$ cat src/sas_pkg.sv
/*
 Constants and types for the SAR converter sequencer.
 Assumes one 200 MHz peripheral clock and a synchronous low reset.
*/
// Functional notes
// Convert the selected one of four channels at 10 bits, repeatedly while enabled.
// Pulse the done request once at the end of every completed conversion.
// Sampling begins two or three clocks after the run bit rises.
// Sample and total clock counts come from the three-bit time-select field.
// Sampling time counts inside the total conversion period.
// Software keeps the total conversion period under the upper limit.
// Software keeps sampling time above the supply-dependent minimum.
// Software avoids codes 001 and 011 at a 10 MHz clock.
// Software leaves margin for clock error up to five percent.
// Hold the sampled input from conversion start until conversion ends.
// Unselected analog pins stay free for port use.
// Run starts even without comparator enable; first result is then invalid.
// Result word holds the 10-bit result low, upper six bits zero.
// Result high byte holds the upper eight result bits.
// Resolve one bit per step, MSB first, ending at LSB.
// Clearing run abandons a conversion without results or done request.
package sas_pkg;
  localparam int RES_BITS = 10;
  localparam int CH_NUM = 4;
  localparam logic [1:0] START_DELAY = 2'h2;
  localparam logic [7:0] CNT_RESET = 8'h00;
  localparam logic [15:0] RESULT_RESET = 16'h0000;
  typedef enum logic [1:0] {
    SAS_IDLE = 2'b00,
    SAS_DELAY = 2'b01,
    SAS_SAMPLE = 2'b10,
    SAS_COMPARE = 2'b11
  } sas_state_e;
endpackage

$ cat src/sas_sequencer.sv
/*
 SAR converter sequencer: start delay, sample and hold timing, bit trial
 loop and result loading.
 Assumes the comparator output comes from core_clk logic in the front
 end and settles within one clock of a new trial code.
*/
`timescale 1ns/1ps
module sas_sequencer (
  // Clock and reset
  input wire logic core_clk,
  input wire logic rst_n,
  // Control bits
  input wire logic conversion_run_bit,
  input wire logic comparator_enable,
  input wire logic [2:0] time_select,
  input wire logic [1:0] input_channel_select,
  // Analog front end
  input wire logic comparator_out,
  output logic [3:0] analog_select_r,
  output logic [3:0] port_free_r,
  output logic sample_r,
  output logic hold_r,
  output logic comp_on_r,
  output logic [9:0] dac_code_r,
  // Results
  output logic [15:0] result_word_r,
  output logic [7:0] result_high_byte_r,
  output logic first_invalid_r,
  output logic conversion_done_irq_r
);
  // Sample clocks per time-select code
  function automatic logic [7:0] samp_clks(input logic [2:0] c);
    unique case (c)
      3'h0: samp_clks = 8'h0C;
      3'h4: samp_clks = 8'h18;
      3'h6: samp_clks = 8'h60;
      3'h5: samp_clks = 8'h30;
      3'h2: samp_clks = 8'h30;
      3'h1: samp_clks = 8'h18;
      3'h7: samp_clks = 8'hB0;
      3'h3: samp_clks = 8'h58;
    endcase
  endfunction
  // Total clocks per code
  function automatic logic [7:0] total_clks(input logic [2:0] c);
    unique case (c)
      3'h0: total_clks = 8'h24;
      3'h4: total_clks = 8'h48;
      3'h6: total_clks = 8'h90;
      3'h5: total_clks = 8'h60;
      3'h2: total_clks = 8'h48;
      3'h1: total_clks = 8'h30;
      3'h7: total_clks = 8'hE0;
      3'h3: total_clks = 8'h70;
    endcase
  endfunction

  // Comparator is strobed on core_clk, so it is read directly; a pin
  // synchroniser would not fit inside a two-clock trial step

  sas_pkg::sas_state_e state_r;
  logic [7:0] cnt_r;
  logic [7:0] step_len_r;
  logic [3:0] bit_r;
  logic [9:0] sar_r;
  logic [2:0] tsel_r;
  logic step_end;
  assign step_end = (cnt_r == step_len_r);

  // Trial step length: remaining clocks spread over ten bit trials
  logic [7:0] cmp_clks;
  assign cmp_clks = total_clks(tsel_r) - samp_clks(tsel_r);
  logic [7:0] step_clks;
  assign step_clks = cmp_clks / 8'h0A;
  // Last trial takes the remainder so the period matches the code
  logic [7:0] last_clks;
  assign last_clks = cmp_clks - 8'(step_clks * 8'h09);

  // Sequencing
  always_ff @(posedge core_clk) begin
    if (!rst_n) begin
      state_r <= sas_pkg::SAS_IDLE;
      cnt_r <= sas_pkg::CNT_RESET;
      step_len_r <= sas_pkg::CNT_RESET;
      bit_r <= 4'h0;
      sar_r <= 10'h000;
      tsel_r <= 3'h0;
    end else if (!conversion_run_bit) begin
      state_r <= sas_pkg::SAS_IDLE;
      cnt_r <= sas_pkg::CNT_RESET;
    end else begin
      cnt_r <= cnt_r + 8'h01;
      unique case (state_r)
        sas_pkg::SAS_IDLE: begin
          state_r <= sas_pkg::SAS_DELAY;
          cnt_r <= 8'h00;
          step_len_r <= {6'h00, sas_pkg::START_DELAY} - 8'h01;
        end
        sas_pkg::SAS_DELAY: begin
          if (step_end) begin
            state_r <= sas_pkg::SAS_SAMPLE;
            cnt_r <= 8'h00;
            tsel_r <= time_select;
            step_len_r <= samp_clks(time_select) - 8'h01;
          end
        end
        sas_pkg::SAS_SAMPLE: begin
          if (step_end) begin
            state_r <= sas_pkg::SAS_COMPARE;
            cnt_r <= 8'h00;
            bit_r <= 4'h9;
            sar_r <= 10'h200;
            step_len_r <= step_clks - 8'h01;
          end
        end
        sas_pkg::SAS_COMPARE: begin
          if (step_end) begin
            cnt_r <= 8'h00;
            // Keep the trial bit when input is at or above the DAC level
            if (!comparator_out) begin
              sar_r[bit_r] <= 1'b0;
            end
            if (bit_r == 4'h0) begin
              // Back to sampling on the same channel
              state_r <= sas_pkg::SAS_SAMPLE;
              tsel_r <= time_select;
              step_len_r <= samp_clks(time_select) - 8'h01;
            end else begin
              bit_r <= bit_r - 4'h1;
              sar_r[bit_r - 4'h1] <= 1'b1;
              if (bit_r == 4'h1) begin
                step_len_r <= last_clks - 8'h01;
              end
            end
          end
        end
      endcase
    end
  end

  logic conv_end;
  assign conv_end = conversion_run_bit && state_r == sas_pkg::SAS_COMPARE &&
                    step_end && bit_r == 4'h0;
  logic [9:0] final_code;
  assign final_code = comparator_out ? sar_r : (sar_r & 10'h3FE);

  // Results and done pulse
  logic comp_seen_r;
  always_ff @(posedge core_clk) begin
    if (!rst_n) begin
      result_word_r <= sas_pkg::RESULT_RESET;
      result_high_byte_r <= 8'h00;
      conversion_done_irq_r <= 1'b0;
      first_invalid_r <= 1'b0;
      comp_seen_r <= 1'b0;
    end else begin
      conversion_done_irq_r <= conv_end;
      if (state_r == sas_pkg::SAS_IDLE) begin
        comp_seen_r <= comparator_enable;
      end
      if (conv_end) begin
        result_word_r <= {6'h00, final_code};
        result_high_byte_r <= final_code[9:2];
        // Flag a result taken with comparator off at start
        first_invalid_r <= !comp_seen_r;
        comp_seen_r <= 1'b1;
      end
    end
  end

  // Front-end controls; the mux only grabs the selected pin
  always_ff @(posedge core_clk) begin
    if (!rst_n) begin
      analog_select_r <= 4'h0;
      port_free_r <= 4'hF;
      sample_r <= 1'b0;
      hold_r <= 1'b0;
      comp_on_r <= 1'b0;
      dac_code_r <= 10'h000;
    end else begin
      analog_select_r <= conversion_run_bit ?
                         (4'h1 << input_channel_select) : 4'h0;
      port_free_r <= conversion_run_bit ?
                     ~(4'h1 << input_channel_select) : 4'hF;
      sample_r <= conversion_run_bit && state_r == sas_pkg::SAS_SAMPLE;
      hold_r <= conversion_run_bit &&
                state_r == sas_pkg::SAS_COMPARE && !conv_end;
      comp_on_r <= comparator_enable;
      dac_code_r <= sar_r;
    end
  end

  a_start_delay: assert property (
    @(posedge core_clk) disable iff (!rst_n)
    $rose(conversion_run_bit) ##1 conversion_run_bit[*3] |=>
    sample_r || !conversion_run_bit)
    else $error("sampling did not start after run rise");
  a_done_pulse: assert property (
    @(posedge core_clk) disable iff (!rst_n)
    conversion_done_irq_r |=> !conversion_done_irq_r)
    else $error("done request longer than one cycle");
  a_result_zero: assert property (
    @(posedge core_clk) disable iff (!rst_n)
    result_word_r[15:10] == 6'h00)
    else $error("result upper bits not zero");
  a_high_byte: assert property (
    @(posedge core_clk) disable iff (!rst_n)
    conversion_done_irq_r |-> result_high_byte_r == result_word_r[9:2])
    else $error("high byte mismatch");
  a_abandon: assert property (
    @(posedge core_clk) disable iff (!rst_n)
    !conversion_run_bit |=> !conversion_done_irq_r && $stable(result_word_r))
    else $error("abandoned conversion updated results");
  a_hold_span: assert property (
    @(posedge core_clk) disable iff (!rst_n)
    conversion_done_irq_r |-> !hold_r)
    else $error("hold not released at done");
  a_port_free: assert property (
    @(posedge core_clk) disable iff (!rst_n)
    (analog_select_r & port_free_r) == 4'h0)
    else $error("selected pin also free");
  a_sample_next: assert property (
    @(posedge core_clk) disable iff (!rst_n)
    conversion_done_irq_r && conversion_run_bit |=> sample_r)
    else $error("no resample after done");
  c_done: cover property (@(posedge core_clk) conversion_done_irq_r);
  c_repeat: cover property (@(posedge core_clk)
    conversion_done_irq_r ##[1:300] conversion_done_irq_r);
  c_abort: cover property (@(posedge core_clk)
    hold_r ##1 !conversion_run_bit);
  c_first_invalid: cover property (@(posedge core_clk)
    conversion_done_irq_r && first_invalid_r);
endmodule

$ cat config.mk
export PLATFORM = sky130hd
export DESIGN_NAME = sas_sequencer
export DESIGN_NICKNAME = d
export VERILOG_FILES = /design/src/sas_pkg.sv /design/src/sas_sequencer.sv
export SDC_FILE = /design/constraint.sdc
export NUM_CORES = 1
export LEC_CHECK = 0
export BUFFER_PORTS_ARGS = -buffer_cell sky130_fd_sc_hd__buf_2
export CORE_MARGIN = 1
export CORE_UTILIZATION = 35
export CTS_CLUSTER_DIAMETER = 100
export CTS_CLUSTER_SIZE = 24
export DETAILED_ROUTE_END_ITERATION = 6
export HOLD_SLACK_MARGIN = 0.08
export PLACE_DENSITY = 0.64
export SLEW_MARGIN = 20
export SYNTH_ARGS = -nofsm -noshare
export SYNTH_HDL_FRONTEND = slang
export SYNTH_SLANG_ARGS = --single-unit
$ cat constraint.sdc
create_clock -name core_clk -period 9 [get_ports core_clk]
set_input_delay 1.35 -clock core_clk [delete_from_list [all_inputs] [get_ports core_clk]]
set_output_delay 1.35 -clock core_clk [all_outputs]
set_load 0.02 [all_outputs]
# --- Word level (Yosys, flattened, before mapping) ---
# Memories as Yosys holds them, arrays and structs flattened. A register that Yosys moved wholly into a read port is not among the register bits.
# Cells that the tools add are included.
word_totals:
  reg_bits: 77
  mem_bits_ro: 192
  input_bits: 10
  out_inout_bits: 47
  elab_cells: 122
  mem_count: 4
mem_list:
  columns: ["memory", "depth", "word_bits", "rd", "rd_clocked_by_memory_dff", "wr", "line", "rtl"]
  rows:
  - ["(no name shown)", 8, 6, 1, 0, 0, "sas_sequencer.sv:33", "unique case (c)"]
  - ["(no name shown)", 8, 6, 1, 0, 0, "sas_sequencer.sv:33", null]
  - ["(no name shown)", 8, 6, 1, 1, 0, "sas_sequencer.sv:33", null]
  - ["(no name shown)", 8, 6, 1, 1, 0, "sas_sequencer.sv:46", "unique case (c)"]
classes:
  addsub: 8
  multipliers: 1
  div_mod_pow: 1
  magnitude_cmp: 4
  n_eq_ne: 11
  shift: 1
  n_mux: 50
  bitwise_logic: 4
  reduce_logical: 21
op_table:
  columns: ["cell", "n"]
  rows:
  - ["8-bit two-way mux", 15]
  - ["10-bit two-way mux", 8]
  - ["8-bit case mux with 4 select lines", 1]
  - ["8-bit by 1-bit subtractor with 8-bit output, second input constant", 4]
  - ["3-bit two-way mux", 7]
  - ["10-bit case mux with 2 select lines", 1]
  - ["8-bit case mux with 2 select lines", 1]
  - ["8-bit subtractor", 2]
  - ["5-bit AND reduction", 3]
  - ["4-bit two-way mux", 3]
  - ["10-bit AND", 1]
  - ["4-bit by 5-bit less-than comparator with 1-bit output, second input constant", 2]
  - ["2-bit != test, second input constant", 5]
  - ["10-bit inverter", 1]
  - ["10-bit bitwise OR", 1]
  - ["8-bit by 1-bit adder with 8-bit output, second input constant", 1]
  - ["1-bit demux with 4-bit select", 2]
  - ["8-bit by 4-bit divider with 8-bit output, second input constant", 1]
  - ["8-bit == test", 1]
  - ["4-bit by 1-bit >= comparator with 1-bit output, second input constant", 2]
  - ["8-bit by 4-bit multiplier with 8-bit output, second input constant", 1]
  - ["2-bit two-way mux", 4]
  - ["2-bit case mux with 4 select lines", 1]
  - ["4-bit case mux with 2 select lines", 1]
  - ["17 further kinds", 32]

# --- Logic depth before layout (Yosys ltp) ---
# Gate-level depths: netlist of the first run.
depth:
  ltp_word: 15
  ltp_mapped: 27
  mapped_depth_nobuf: 26

# --- Worst setup path after synthesis of the first run ---
# No wires, ideal clock.
synth_path:
  path_kind: "register -> register"
  startpoint: "register (tool-made name)"
  endpoint: "register step_len_r[6]"
  setup_ns: 0.116
  arrival_time_ns: 5.353
  required_ns: 8.884
  setup_slack_ns: 3.531
  path_stages_with_launch: 26
  synth_period_minus_slack_ns: 5.469
  path_cell_list: "dfxtp_1 -> inv_1 -> ha_1 -> nor3_1 -> o22a_2 -> nor2_1 -> mux2_2 -> a221o_1 -> buf_6 -> a211o_1 -> and3_1 -> buf_6 -> or3_4 -> a32oi_4 -> o311ai_2 -> ha_1 -> inv_1 -> fa_1 -> ha_1 -> o21ai_0 -> nand2b_1 -> a21oi_1 -> xor2_1 -> o21ai_0 -> a221o_1 -> o211a_1"
synth_rtl:
  columns: ["item", "line", "rtl"]
  rows:
  - ["end signal, assigned", "sas_sequencer.sv:84", "step_len_r <= sas_pkg::CNT_RESET;"]
  - ["end signal, assigned", "sas_sequencer.sv:97", "step_len_r <= {6'h00, sas_pkg::START_DELAY} - 8'h01;"]
  - ["end signal, assigned", "sas_sequencer.sv:104", "step_len_r <= samp_clks(time_select) - 8'h01;"]
  - ["end, declared", "sas_sequencer.sv:63", "logic [7:0] step_len_r;"]

==> results.md, run 1 <==
Run status:
- The flow ran to the end, and the final reports show no timing, DRC or antenna violations.

CTS:
- The maximum root-to-sink buffer count is 2.
- Clock tree synthesis found a total of 79 sinks.
- The CTS tree is done.
- Gates resized during post-CTS repair numbered 0.
- The number of setup buffers added after CTS is 0.
- Clock-pin slew was measured on the worst setup and hold paths at 0.06 ns.
- The number of hold buffers added after CTS was 0.
- The total number of H-tree levels is 3.
- The cell at the root of the clock tree is sky130_fd_sc_hd__clkbuf_16.
- Clock latency on the worst-skew pair, taken at its later pin, is 0.34 ns.
- Counting the buffers created by CTS gives 9.

Global route:
- The initial antenna violation count came to 0.
- The pin count of the biggest net entering global routing is 48.
- Global routing used 15.9% of the available tracks.
- The total congestion overflow is 0.
- The number of global-route vias before repair is 3722.
- The first global-routing pass estimated 17200 um of wire.

Power:
- Power spread over the standard cell area amounts to 221 nW/um^2.
- The maximum resistive drop on vdd is 0.0970 mV.
- In this run the static leakage power is 2.29 nW.

Final layout:
- With fillers left out, the area of the finished cells amounts to 5210 um^2.
- The diode insertion count for antenna repair is 0.
- The area added between synthesis and finish is 12.5%.
- The proportion of layout cells with a drive suffix above 1 is 13.4%.
- After filler insertion, the fill cell instance count of the layout stands at 1298.
- Cells fill 40.8% of the core in the end.
- After the last flow step, the layout net total stands at 636.

Timing:
- At the pin with the least slew margin, the transition time is 0.895 ns.
- The total count of hold-check failures in the final report is 0.
- Across all hold checks on the routed design, the worst slack comes to 0.470 ns.
- Setup repair after global routing left no endpoint under its margin.
- The final setup skew is 0.00906 ns.
- Setup violations remaining at the end of the flow were counted as 0.
- The time the final worst path needs with I/O delays and setup is 6.37 ns.
- The sum of negative setup slack is 0 ns.
- The count of pins over their slew limit is 0.
- The remaining max-slew budget at the tightest pin is 40.1%.
- The final worst-path setup slack is 2.63 ns.
- Timing would allow up to 157 MHz.
- Of the available clock period, the critical path in the final layout requires 70.8%.

Synth:
- sky130_fd_sc_hd__dfxtp_1 takes more of the synthesized area than any other cell.
- The number of distinct library cell variants in the gate-level netlist after synthesis is 66.
- After synthesis the netlist holds a flip-flop and latch count of 79.
- Yosys mapped a number of flops with a built-in enable equal to 0.
- Summing the sequential cell areas from Yosys gives 34.2% of the chip area.
- In the synthesized netlist, the cells that appear most often are sky130_fd_sc_hd__dfxtp_1, sky130_fd_sc_hd__nand2_1, sky130_fd_sc_hd__nor2_1.
- The proportion of synthesized flip-flops having asynchronous set or reset is 0%.
- In the synthesized netlist, the number of instances is 574.
- The most frequently used cell type in the post-synthesis netlist is sky130_fd_sc_hd__dfxtp_1.
- The fraction of synthesized cell area taken by the top area cell type is 34.2%.
- After synthesis, the cell types taking the most area are sky130_fd_sc_hd__dfxtp_1, sky130_fd_sc_hd__ha_1, sky130_fd_sc_hd__nand2_1.
- In the synthesized netlist the dominant register cell turns out to be sky130_fd_sc_hd__dfxtp_1.
- The average instance in the mapped netlist occupies 8.07 um^2.
- The cell area after synthesis is 4630 um^2.
- For this run, the number of Yosys warnings is 0.

Setup path:
- The standard cell with the maximum stage delay on the critical path is sky130_fd_sc_hd__xor2_1.
- The kind of critical path is register to register.
- The delay of the slowest cell on the worst path is 0.64 ns.
- The endpoint of the most critical register-to-register path is step_len_r[6].
- The length in cells of the worst reg-to-reg path is 23.
- The critical path capture point type is a register.
- The required time of the critical path is 9.23 ns.
- The setup check on the worst reg-to-reg path leaves a slack of 2.63 ns.
- The worst setup path is launched from a register.
- Along the worst path, the maximum fanout reaches 11.
- The signal on the critical path passes through inv_1, ha_1, nand2b_2, a21oi_2, xor2_1, mux2_2, a221o_1, a211o_1, and3_1, or3_4, a32oi_4, o311ai_2, ha_1, inv_1, fa_1, ha_1, o21ai_0, nand2b_1, a21oi_1, xor2_1, o21ai_0, a221o_1, o211a_1.
- The library cell appearing most often on the critical path is sky130_fd_sc_hd__ha_1.
- Data arrives at the worst endpoint at 6.60 ns.

Die:
- The starting density of the core is 36.2%.
- The core region area is 12800 um^2.
- From left edge to right edge, the die measures 117 um.
- The I/O pin count is 57.
- The floorplan step set the die height to 117 um.
- The die covers 13700 um^2.
- The number of placement rows is 41.

Detailed routing:
- After the first detailed-routing iteration, the DRC count stood at 252.
- The length of the first detailed-routing pass in iterations is 5.
- The number of antenna-violating nets in the routed design is 0.
- Detailed routing inserted a total of 3928 vias.
- The routed length per instance is 12.8 um.
- The post-detailed-route DRC marker count is 0.
- The sum of routed wire length over all layers is 9930 um.
- In the routed layout, each cell is associated on average with a via count of 5.06.

Placement:
- In this run the cell area measured after placement is 4890 um^2.
- The routability-driven placement congestion ratio is 0.838.
- At the placement stage, the worst setup path has a slack of 2.64 ns.
- The count of input and output buffers is 50.
- The HPWL after detailed placement is 7450 um.

Min path:
- The worst hold path belongs to the class register to register.
- The worst min-delay path startpoint is result_word_r[1].
- The endpoint of the worst hold path is result_word_r[1].
- The worst hold path was traced through 2 stages.

Run:
- The reported max-cap violation count is 0.
==> cells in the final DEF (no fill, tap or decap), drive strengths merged, types with 2 or more instances in the layout <==
cell type / instances
a211o: 2
ha: 25
or3: 3
or2: 2
o211a: 5
nor3: 12
and2: 18
nand3: 21
mux2: 3
o31ai: 2
conb: 6
mux2i: 10
a21boi: 13
a31oi: 9
o21bai: 2
a221o: 2
clkbuf: 10
and3: 7
clkinvlp: 2
o21ai: 38
nor2b: 11
nor3b: 2
a21o: 2
nand4: 7
fa: 2
o211ai: 2
dfxtp: 79
bufinv: 2
xor2: 13
inv: 38
a211oi: 2
xnor2: 23
nand2b: 7
nor2: 42
o21a: 3
a21oi: 35
o311ai: 2
buf: 50
nand2: 73
==> power breakdown <==
group | switching [mW] | internal, mW | leakage (nW)
Sequential | 0.00587 | 0.357 | 0.640
Combinational | 0.231 | 0.167 | 1.50
Clock | 0.147 | 0.245 | 0.150
Total | 0.384 | 0.769 | 2.29
==> how the worst max path moves through the flow <==
stage	start	end	slack, ns	cells after the start
2_1_floorplan	register	step_len_r[6]	3.53	25
3_3_place_gp	register	step_len_r[6]	2.90	23
4_1_cts	register	step_len_r[6]	2.63	23
5_1_grt	register	step_len_r[6]	2.16	23
3_5_place_dp	register	step_len_r[6]	2.64	23
6_report	register	step_len_r[6]	2.63	23
==> cell type report <==
| type | instances | area (um^2) | share of cell area (%) |
|---|---|---|---|
| Clock buffer | 10 | 229 | 4.40 |
| Clock inverter | 6 | 92.6 | 1.78 |
| Inverter | 37 | 144 | 2.76 |
| Multi-Input combinational cell | 422 | 2700 | 51.8 |
| Sequential cell | 79 | 1580 | 30.4 |
| Tap cell | 172 | 215 | 4.13 |
| Timing Repair Buffer | 50 | 250 | 4.80 |
==> cell families (layout without fill, tap and decap cells) <==
kind of cell	Yosys count	after routing	synth area share, %
other	1	6	0.0810
adders and majority gates	28	28	7.84
buffers and inverters	78	103	8.00
xor gates and xnor gates	36	36	6.97
DFF	79	79	34.2
AOI/OAI and AO/OA	131	131	18.8
muxes	13	13	2.89
and+or+nand+nor	208	208	21.3
==> critical path: cells and delay by family (launching register included) <==
| family | cells | cell delay [ns] |
|---|---|---|
| multiplexers | 1 | 0.41 |
| AND/OR/NAND/NOR | 4 | 0.82 |
| adder cells (fa/ha/maj) | 4 | 1.58 |
| AO/OA/AOI/OAI | 10 | 2.24 |
| XOR/XNOR | 2 | 0.80 |
| flip-flops | 1 | 0.31 |
| buffers and inverters | 2 | 0.09 |
==> metrics by stage <==
step           power [mW]  instances
2_1_floorplan       0.696        579
3_3_place_gp        0.757        760
3_5_place_dp        0.768        760
4_1_cts              1.16        776
5_1_grt              1.24        776
6_report             1.15        776
==> routing by layer <==
layer | wire, um | GRT usage, % | vias to the layer above
met4 | 146 | 5.91 | 0
met2 | 4760 | 27.4 | 114
met3 | 464 | 2.73 | 10
met1 | 4560 | 19.9 | 1816
li1 | - | - | 1988
met5 | 0 | 0 | -
No activity file was read; power rests on OpenSTA's default activity.
==> run 2, diff against run 1 <==
--- a/config.mk
+++ b/config.mk
@@ -5,6 +5,7 @@
 export SDC_FILE = /design/constraint.sdc
 export NUM_CORES = 1
 export LEC_CHECK = 0
+export ABC_AREA = 1
 export BUFFER_PORTS_ARGS = -buffer_cell sky130_fd_sc_hd__buf_2
 export CORE_MARGIN = 1
 export CORE_UTILIZATION = 35
@@ -12,7 +13,7 @@
 export CTS_CLUSTER_SIZE = 24
 export DETAILED_ROUTE_END_ITERATION = 6
 export HOLD_SLACK_MARGIN = 0.08
-export PLACE_DENSITY = 0.64
+export PLACE_DENSITY = 0.66
 export SLEW_MARGIN = 20
 export SYNTH_ARGS = -nofsm -noshare
 export SYNTH_HDL_FRONTEND = slang
==> constraint.sdc (replaced) <==
create_clock -name core_clk -period 5.45 [get_ports core_clk]
set_input_delay 0.8175 -clock core_clk [delete_from_list [all_inputs] [get_ports core_clk]]
set_output_delay 0.8175 -clock core_clk [all_outputs]
set_load 0.02 [all_outputs]
==> results.md, run 2 <==
Run status:
- The flow ran to the end, and the final reports show no timing, DRC or antenna violations.

Synth:
- The part of the Yosys area used for sequential elements is 35.4% (+1.2 points).
- The main combinational cell family by area after synthesis is simple AND/OR/NAND/NOR gates.
- The most used flip-flop cell after synthesis is sky130_fd_sc_hd__dfxtp_1.
- The portion of netlist area occupied by mux cells is 0% (-2.9 points).
- After synthesis, the cell types taking the most area are sky130_fd_sc_hd__dfxtp_1, sky130_fd_sc_hd__nand2_1, sky130_fd_sc_hd__inv_1.
- The count of mapped cells out of synthesis is 618 (+7.7%).
- The mean cell area of the mapped netlist is 7.23 um^2 (-10%).
- The number of synthesized flops with an enable pin is 0 (unchanged).
- The count of synthesis-stage warnings from yosys was 0 (unchanged).
- The proportion of synthesized flip-flops having asynchronous set or reset is 0% (unchanged).
- Of all cell types, the one taking the most synthesized area is sky130_fd_sc_hd__dfxtp_1.
- The fraction of synthesized cell area taken by the top area cell type is 35.4% (+1.2 points).
- The arithmetic-cell share of the synthesized area counting full adders, half adders and majority gates is 7.90% (+0.059 points).
- The compound-gate portion of the synthesized area is 14.2% (-4.6 points).
- By count the netlist is led by sky130_fd_sc_hd__nand2_1, sky130_fd_sc_hd__inv_1, sky130_fd_sc_hd__dfxtp_1.
- The cell area after synthesis is 4470 um^2 (-3.5%).
- The most frequently used cell type in the post-synthesis netlist is sky130_fd_sc_hd__nand2_1.
- The number of distinct library cell variants in the gate-level netlist after synthesis is 44 (-33%).
- The simple-gate share of the synthesized area came to 27.6% (+6.3 points).
- The number of storage elements in the synthesis netlist came to 79 (unchanged).
- The xor/xnor cell area share of the yosys netlist is 2.35% (-4.6 points).

Power:
- The proportion of power drawn by the clock network is 23.0% (-11 points).
- The cell-internal power is 1.54 mW (+100%).
- The total power divided by cell area came to 521 nW/um^2 (+140%).
- The total power draw is 2.70 mW (+130%).
- The reported leakage power is 2.55 nW (+11%).
- The logic gate share of total power was 54.8% (+20 points).
- The net load switching power is 1.16 mW (+200%).
- The switching portion of total power was 43.0% (+9.7 points).
- The maximum resistive drop on vdd is 0.443 mV (+360%).
- The fraction of power consumed by sequential logic is 22.2% (-9.3 points).

Die:
- The starting density of the core was 36.6% (+0.35 points).
- The die boundary width came to 115 um (-1.7%).
- The floorplan die height is 115 um (-1.7%).
- The I/O pin count is 57 (unchanged).
- The die outline area is 13200 um^2 (-3.4%).
- The number of placement rows was 40 (-2.4%).
- The core region area is 12200 um^2 (-4.4%).

Min path:
- The type of the tightest min-delay check is register to register.
- The worst hold path terminates at dac_code_r[4].
- The worst min-delay path startpoint is sar_r[4].
- The hold path depth is 2 (unchanged).

Timing:
- The final setup skew is 0.0101 ns (+0.00103 ns).
- The remaining max-slew budget at the tightest pin is 57.9% (+18 points).
- The time the final worst path needs with I/O delays and setup was 4.90 ns (-1.48 ns).
- The total count of hold-check failures in the final report is 0 (unchanged).
- The count of pins over their slew limit is 0 (unchanged).
- The final worst-path cycle share is 89.8% (+19 points).
- The sum of negative setup slack is 0 ns (unchanged).
- The setup-violating endpoint count in the final report was 0 (unchanged).
- The slew of the pin with the lowest slew margin is 0.616 ns (-0.278 ns).
- The worst hold-check slack was 0.442 ns (-0.0279 ns).
- The highest clock rate was 204 MHz (+30%).

Detailed routing:
- The via-per-instance ratio is 4.67 (-7.7%).
- The number of antenna-violating nets in the routed design is 0 (unchanged).
- The vias after detailed routing is 3925 (-0.076%).
- The routed length per instance came to 10.9 um (-15%).
- The length of the first detailed-routing pass in iterations came to 4 (-1).
- The post-detailed-route DRC marker count was 0 (unchanged).
- The DRC marker count from the first detailed-route iteration was 209 (-17%).
- The sum of routed wire length over all layers is 9170 um (-7.7%).

CTS:
- The clock latency on the worst-skew pair was 0.34 ns (about the same).
- The TritonCTS buffer count was 9 (unchanged).
- The clock net sink count was 79 (unchanged).
- The register clock-pin slew on the reported worst setup and hold paths is 0.06 ns (about the same).
- The CTS tree is done.
- The maximum root-to-sink buffer count was 2 (unchanged).
- The tree is rooted in a sky130_fd_sc_hd__clkbuf_16.
- The total number of H-tree levels is 3 (unchanged).

Setup path:
- Among all stages on the critical path, the largest delay is contributed by sky130_fd_sc_hd__fa_1.
- The length in cells of the worst reg-to-reg path came to 37 (+61%).
- The required time of the critical path is 5.65 ns (-3.58 ns).
- The count of cell instances traversed by the critical path is 37 (+61%).
- The internal reg-to-reg setup slack is 0.55 ns (-2.07 ns).
- STA classifies the critical path startpoint as a register.
- The data arrival time at the worst-slack endpoint is 5.10 ns (-1.50 ns).
- The critical path capture point type is a register.
- The critical-path maximum fanout came to 5 (-6).
- The delay of the slowest cell on the worst path came to 0.45 ns (-0.19 ns).
- The kind of critical path is register to register.
- Broken down by cell family, the worst path's largest delay share belongs to simple AND/OR/NAND/NOR gates.
- The endpoint of the most critical register-to-register path is step_len_r[7].
- The critical path buffer and inverter count is 6 (+4).

Final layout:
- The layout net count is 704 (+11%).
- Leaving out fill and tap cells, the most frequent cell in the layout is sky130_fd_sc_hd__nand2_1.
- The diode insertion count for antenna repair came to 0 (unchanged).
- The non-filler instance count after layout is 840 (+8.2%).
- The number of fillers in the final layout is 1260 (-2.9%).
- In the layout the commonest cells are sky130_fd_sc_hd__nand2_1, sky130_fd_sc_hd__inv_1, sky130_fd_sc_hd__dfxtp_1.
- The area added between synthesis and finish is 16.2%.
- The proportion of layout cells with a drive suffix above 1 is 17.6% (+4.1 points).

Global route:
- The all-layer global routing usage was 14.6% (-1.3 points).
- The initial antenna violation count is 0 (unchanged).
- The number of global-route vias before repair came to 3543 (-4.8%).
- The wire length of the first global-routing pass was 15600 um (-9.0%).
- The pin count of the biggest net entering global routing is 34 (-29%).
- The total congestion overflow came to 0 (unchanged).

Placement:
- The count of input and output buffers is 50 (unchanged).
- The post-placement cell count is 820 (+7.9%).
- The routability-driven placement congestion ratio was 0.826 (-1.5%).
- The post-DP HPWL is 6970 um (-6.4%).

Run:
- The reported max-cap violation count came to 0 (unchanged).
run 2: cell types whose count changed in the layout (fill, tap and decap cells not counted), sizes merged, moves of 10 or more:
cell    change
a21boi     -13
xnor2      -18
mux2i      -10
and2       -17
inv        +71
nor2       +19
nand2      +56
nor2b      -11
nand3      +18
run 2: power by group through the flow:
stage | sequential [mW] | clock, mW | combinational (mW)
after floorplan | 0.614 | 0 | 1.15
after global placement | 0.613 | 0 | 1.37
after detailed placement | 0.614 | 0 | 1.37
after CTS | 0.601 | 0.636 | 1.37
after global routing | 0.603 | 0.660 | 1.70
final | 0.601 | 0.621 | 1.48
run 2: final cells by class:
class                           count  area [um^2]  area share [%]
Multi-Input combinational cell    414         2390            46.0
Sequential cell                    79         1580            30.5
Inverter                          106          398            7.66
Timing Repair Buffer               57          303            5.83
Clock buffer                        9          225            4.34
Tap cell                          168          210            4.05
Clock inverter                      7         83.8            1.61
run 2: kinds of logic after synthesis:
kind of cell | Yosys count
AND/OR/NAND/NOR | 264
buffers and inverters | 130
AO/OA/AOI/OAI | 105
flip-flops | 79
adder cells (fa/ha/maj) | 27
XOR/XNOR | 12
other | 1
run 2: how the worst max path moves through the flow:
stage	from	end
after floorplan	register	step_len_r[7]
after global placement	register	step_len_r[7]
after detailed placement	register	step_len_r[7]
after CTS	register	step_len_r[7]
after global routing	register	step_len_r[7]
final	register	step_len_r[7]
run 2: through the flow:
stage	setup slack, ns	utilization [%]	instance area (um^2)
3_5_place_dp	0.252	39.4	4810
4_1_cts	0.245	41.9	5120
5_1_grt	-0.00575	42.5	5190
6_report	0.554	42.5	5190
3_3_place_gp	0.388	39.4	4810
2_1_floorplan	0.779	-	4490
run 2: what timing repair did:
action	in CTS	in global routing
setup buffers	0	4
endpoints found under the setup margin	0	3
gates resized for setup	0	8
hold buffers	0	0
hold endpoints to repair	0	0
run 2: worst min-delay path: cells and delay by family (launching register included):
family                 cells  cell delay (ns)
DFF                        1             0.31
and+or+nand+nor            1             0.05
buffers and inverters      1             0.04
run 2: metal layers:
| metal | track usage (%) | part of all wire [%] |
|---|---|---|
| met5 | 0 | 0 |
| met4 | 4.42 | 0.97 |
| met2 | 23.8 | 45 |
| met3 | 3.11 | 5.3 |
| met1 | 19.4 | 49 |
==> run 3, diff against run 2 <==
--- a/config.mk
+++ b/config.mk
@@ -6,15 +6,15 @@
 export NUM_CORES = 1
 export LEC_CHECK = 0
 export ABC_AREA = 1
-export BUFFER_PORTS_ARGS = -buffer_cell sky130_fd_sc_hd__buf_2
 export CORE_MARGIN = 1
 export CORE_UTILIZATION = 35
 export CTS_CLUSTER_DIAMETER = 100
 export CTS_CLUSTER_SIZE = 24
 export DETAILED_ROUTE_END_ITERATION = 6
+export DONT_BUFFER_PORTS = 1
 export HOLD_SLACK_MARGIN = 0.08
-export PLACE_DENSITY = 0.66
-export SLEW_MARGIN = 20
+export PLACE_DENSITY = 0.62
+export SLEW_MARGIN = 40
 export SYNTH_ARGS = -nofsm -noshare
 export SYNTH_HDL_FRONTEND = slang
 export SYNTH_SLANG_ARGS = --single-unit
==> results.md, run 3 (synthesized netlist as in run 2, its figures left out) <==
Min path:
- The type of the tightest min-delay check is register to register.
- The worst min-delay path startpoint is sar_r[4].

Power:
- The total power draw is 2.75 mW (+1.6%).
- The total power divided by cell area came to 554 nW/um^2 (+6.3%).
- The reported leakage power was 2.29 nW (-10%).
- The maximum resistive drop on vdd came to 0.396 mV (-11%).

Placement:
- The count of input and output buffers is 0 (-100%).
- The worst slack at placement is 0.190 ns (-0.0611 ns).
- The area of placed instances came to 4550 um^2 (-5.5%).
- The post-DP HPWL is 7250 um (+4.1%).
- The routability-driven placement congestion ratio is 0.891 (+7.8%).
- The post-placement cell count is 768 (-6.3%).

CTS:
- The clock net sink count is 79 (unchanged).
- TritonCTS built the clock tree.
- The clock latency on the worst-skew pair is 0.34 ns (about the same).
- The maximum root-to-sink buffer count came to 2 (unchanged).
- The register clock-pin slew on the reported worst setup and hold paths is 0.06 ns (about the same).
- The cell at the root of the clock tree is sky130_fd_sc_hd__clkbuf_16.
- The total number of H-tree levels is 3 (unchanged).
- The TritonCTS buffer count is 9 (unchanged).

Global route:
- The number of global-route vias before repair is 3637 (+2.7%).
- The all-layer global routing usage is 15.0% (+0.40 points).
- The initial antenna violation count is 0 (unchanged).
- The total congestion overflow came to 0 (unchanged).
- The wire length of the first global-routing pass came to 16000 um (+2.2%).
- The pin count of the biggest net entering global routing was 34 (unchanged).

Run:
- The reported max-cap violation count is 0 (unchanged).

Timing:
- The final setup skew is 0.00516 ns (-0.00492 ns).
- The count of pins over their slew limit is 0 (unchanged).
- The sum of negative setup slack was 0 ns (unchanged).
- The time the final worst path needs with I/O delays and setup is 5.01 ns (+0.111 ns).
- The total count of hold-check failures in the final report was 0 (unchanged).
- The remaining max-slew budget at the tightest pin came to 51.5% (-6.4 points).
- The setup-violating endpoint count in the final report came to 0 (unchanged).
- Setup repair after global routing left no endpoint under its margin.
- The final worst-path setup slack is 0.444 ns (-0.111 ns).
- The worst hold-check slack came to 0.447 ns (+0.00564 ns).
- The highest clock rate is 200 MHz (-2.2%).
- The slew of the pin with the lowest slew margin is 0.709 ns (+0.0929 ns).
- The final worst-path cycle share is 91.9% (+2.0 points).

Setup path:
- The worst setup path is launched from a register.
- The endpoint of the most critical register-to-register path is step_len_r[7].
- The data arrival time at the worst-slack endpoint is 5.21 ns (+0.11 ns).
- The most critical setup path has its endpoint at step_len_r[7].
- The worst setup path is captured at a register.
- The count of cell instances traversed by the critical path is 37 (unchanged).
- The internal reg-to-reg setup slack is 0.44 ns (-0.11 ns).
- The delay of the slowest cell on the worst path is 0.45 ns (about the same).
- The required time of the critical path is 5.65 ns (about the same).
- The length in cells of the worst reg-to-reg path was 37 (unchanged).
- The critical path buffer and inverter count came to 6 (unchanged).
- The critical path in this run is classified as register to register.
- The critical-path maximum fanout was 8 (+3).
- The family of cells with the greatest summed delay on the critical path is simple AND/OR/NAND/NOR gates.
- The slowest stage of the critical path belongs to the cell sky130_fd_sc_hd__fa_1.

Die:
- The die boundary width is 115 um (unchanged).
- The number of placement rows came to 40 (unchanged).
- The die outline area is 13200 um^2 (unchanged).
- The floorplan die height is 115 um (unchanged).
- The I/O pin count is 57 (unchanged).
- The starting density of the core came to 36.6% (unchanged).
- The core region area is 12200 um^2 (unchanged).

Final layout:
- The finished layout cell area came to 4960 um^2 (-4.5%).
- From synthesis to final layout, the design area changed by 11.0%.
- The layout net count is 654 (-7.1%).
- The number of fillers in the final layout is 1292 (+2.5%).
- The non-filler instance count after layout was 790 (-6.0%).
- The proportion of layout cells with a drive suffix above 1 was 11.6% (-6.0 points).
- The most common cell after layout, fill and taps aside is sky130_fd_sc_hd__nand2_1.
- The top cell types in the final layout, fill and taps aside, are sky130_fd_sc_hd__nand2_1, sky130_fd_sc_hd__inv_1, sky130_fd_sc_hd__dfxtp_1.
- The post-route core utilization is 40.6% (-1.9 points).
- The diode insertion count for antenna repair came to 0 (unchanged).

Detailed routing:
- The routed length per instance is 12.0 um (+9.8%).
- The via-per-instance ratio came to 4.86 (+4.1%).
- The length of the first detailed-routing pass in iterations is 4 (unchanged).
- The DRC marker count from the first detailed-route iteration came to 170 (-19%).
- The sum of routed wire length over all layers came to 9460 um (+3.2%).
- The vias after detailed routing is 3843 (-2.1%).
- The post-detailed-route DRC marker count is 0 (unchanged).
- The number of antenna-violating nets in the routed design is 0 (unchanged).

Run status:
- The flow ran to the end, and the final reports show no timing, DRC or antenna violations.
## run 3: worst min-delay path by stage
stage | endpoint | cells past startpoint | slack (ns)
final | dac_code_r[4] | 2 | 0.45
after floorplan | dac_code_r[4] | 2 | 0.42
after CTS | dac_code_r[4] | 2 | 0.45
after global placement | dac_code_r[4] | 2 | 0.43
after detailed placement | dac_code_r[4] | 2 | 0.44
after global routing | dac_code_r[4] | 2 | 0.48
## run 3: timing repair
item                                    CTS  global route
endpoints found under the setup margin    0             3
hold buffers                              0             0
setup buffers                             0             6
resized for setup                         0            13
## run 3: layer usage
metal	vias up	global-route usage, %	share of wire [%]
met3	15	4.11	4.8
met1	1768	17.8	45
met5	-	0	0
met4	0	5.89	1.9
li1	1985	-	-
met2	75	25.8	48
## run 3: worst min-delay path: stages (launching register included)
cell and delay [ns]:
sky130_fd_sc_hd__dfxtp_1 0.31, sky130_fd_sc_hd__nand2_1 0.05, sky130_fd_sc_hd__inv_1 0.04
## run 3: cell type report
cell class | instances | area [um^2] | share of cell area, %
multi-input combinational | 414 | 2430 | 49.0
inverter | 106 | 398 | 8.02
sequential | 79 | 1580 | 31.9
tap | 168 | 210 | 4.24
timing repair buffer | 7 | 52.6 | 1.06
clock inverter | 6 | 51.3 | 1.03
clock buffer | 10 | 239 | 4.82
## run 3: power breakdown
| group | total [mW] | switching, mW | leakage [nW] | internal, mW |
|---|---|---|---|---|
| combinational | 1.57 | 0.950 | 1.51 | 0.617 |
| clock | 0.574 | 0.248 | 0.140 | 0.326 |
| sequential | 0.606 | 0.0130 | 0.640 | 0.593 |
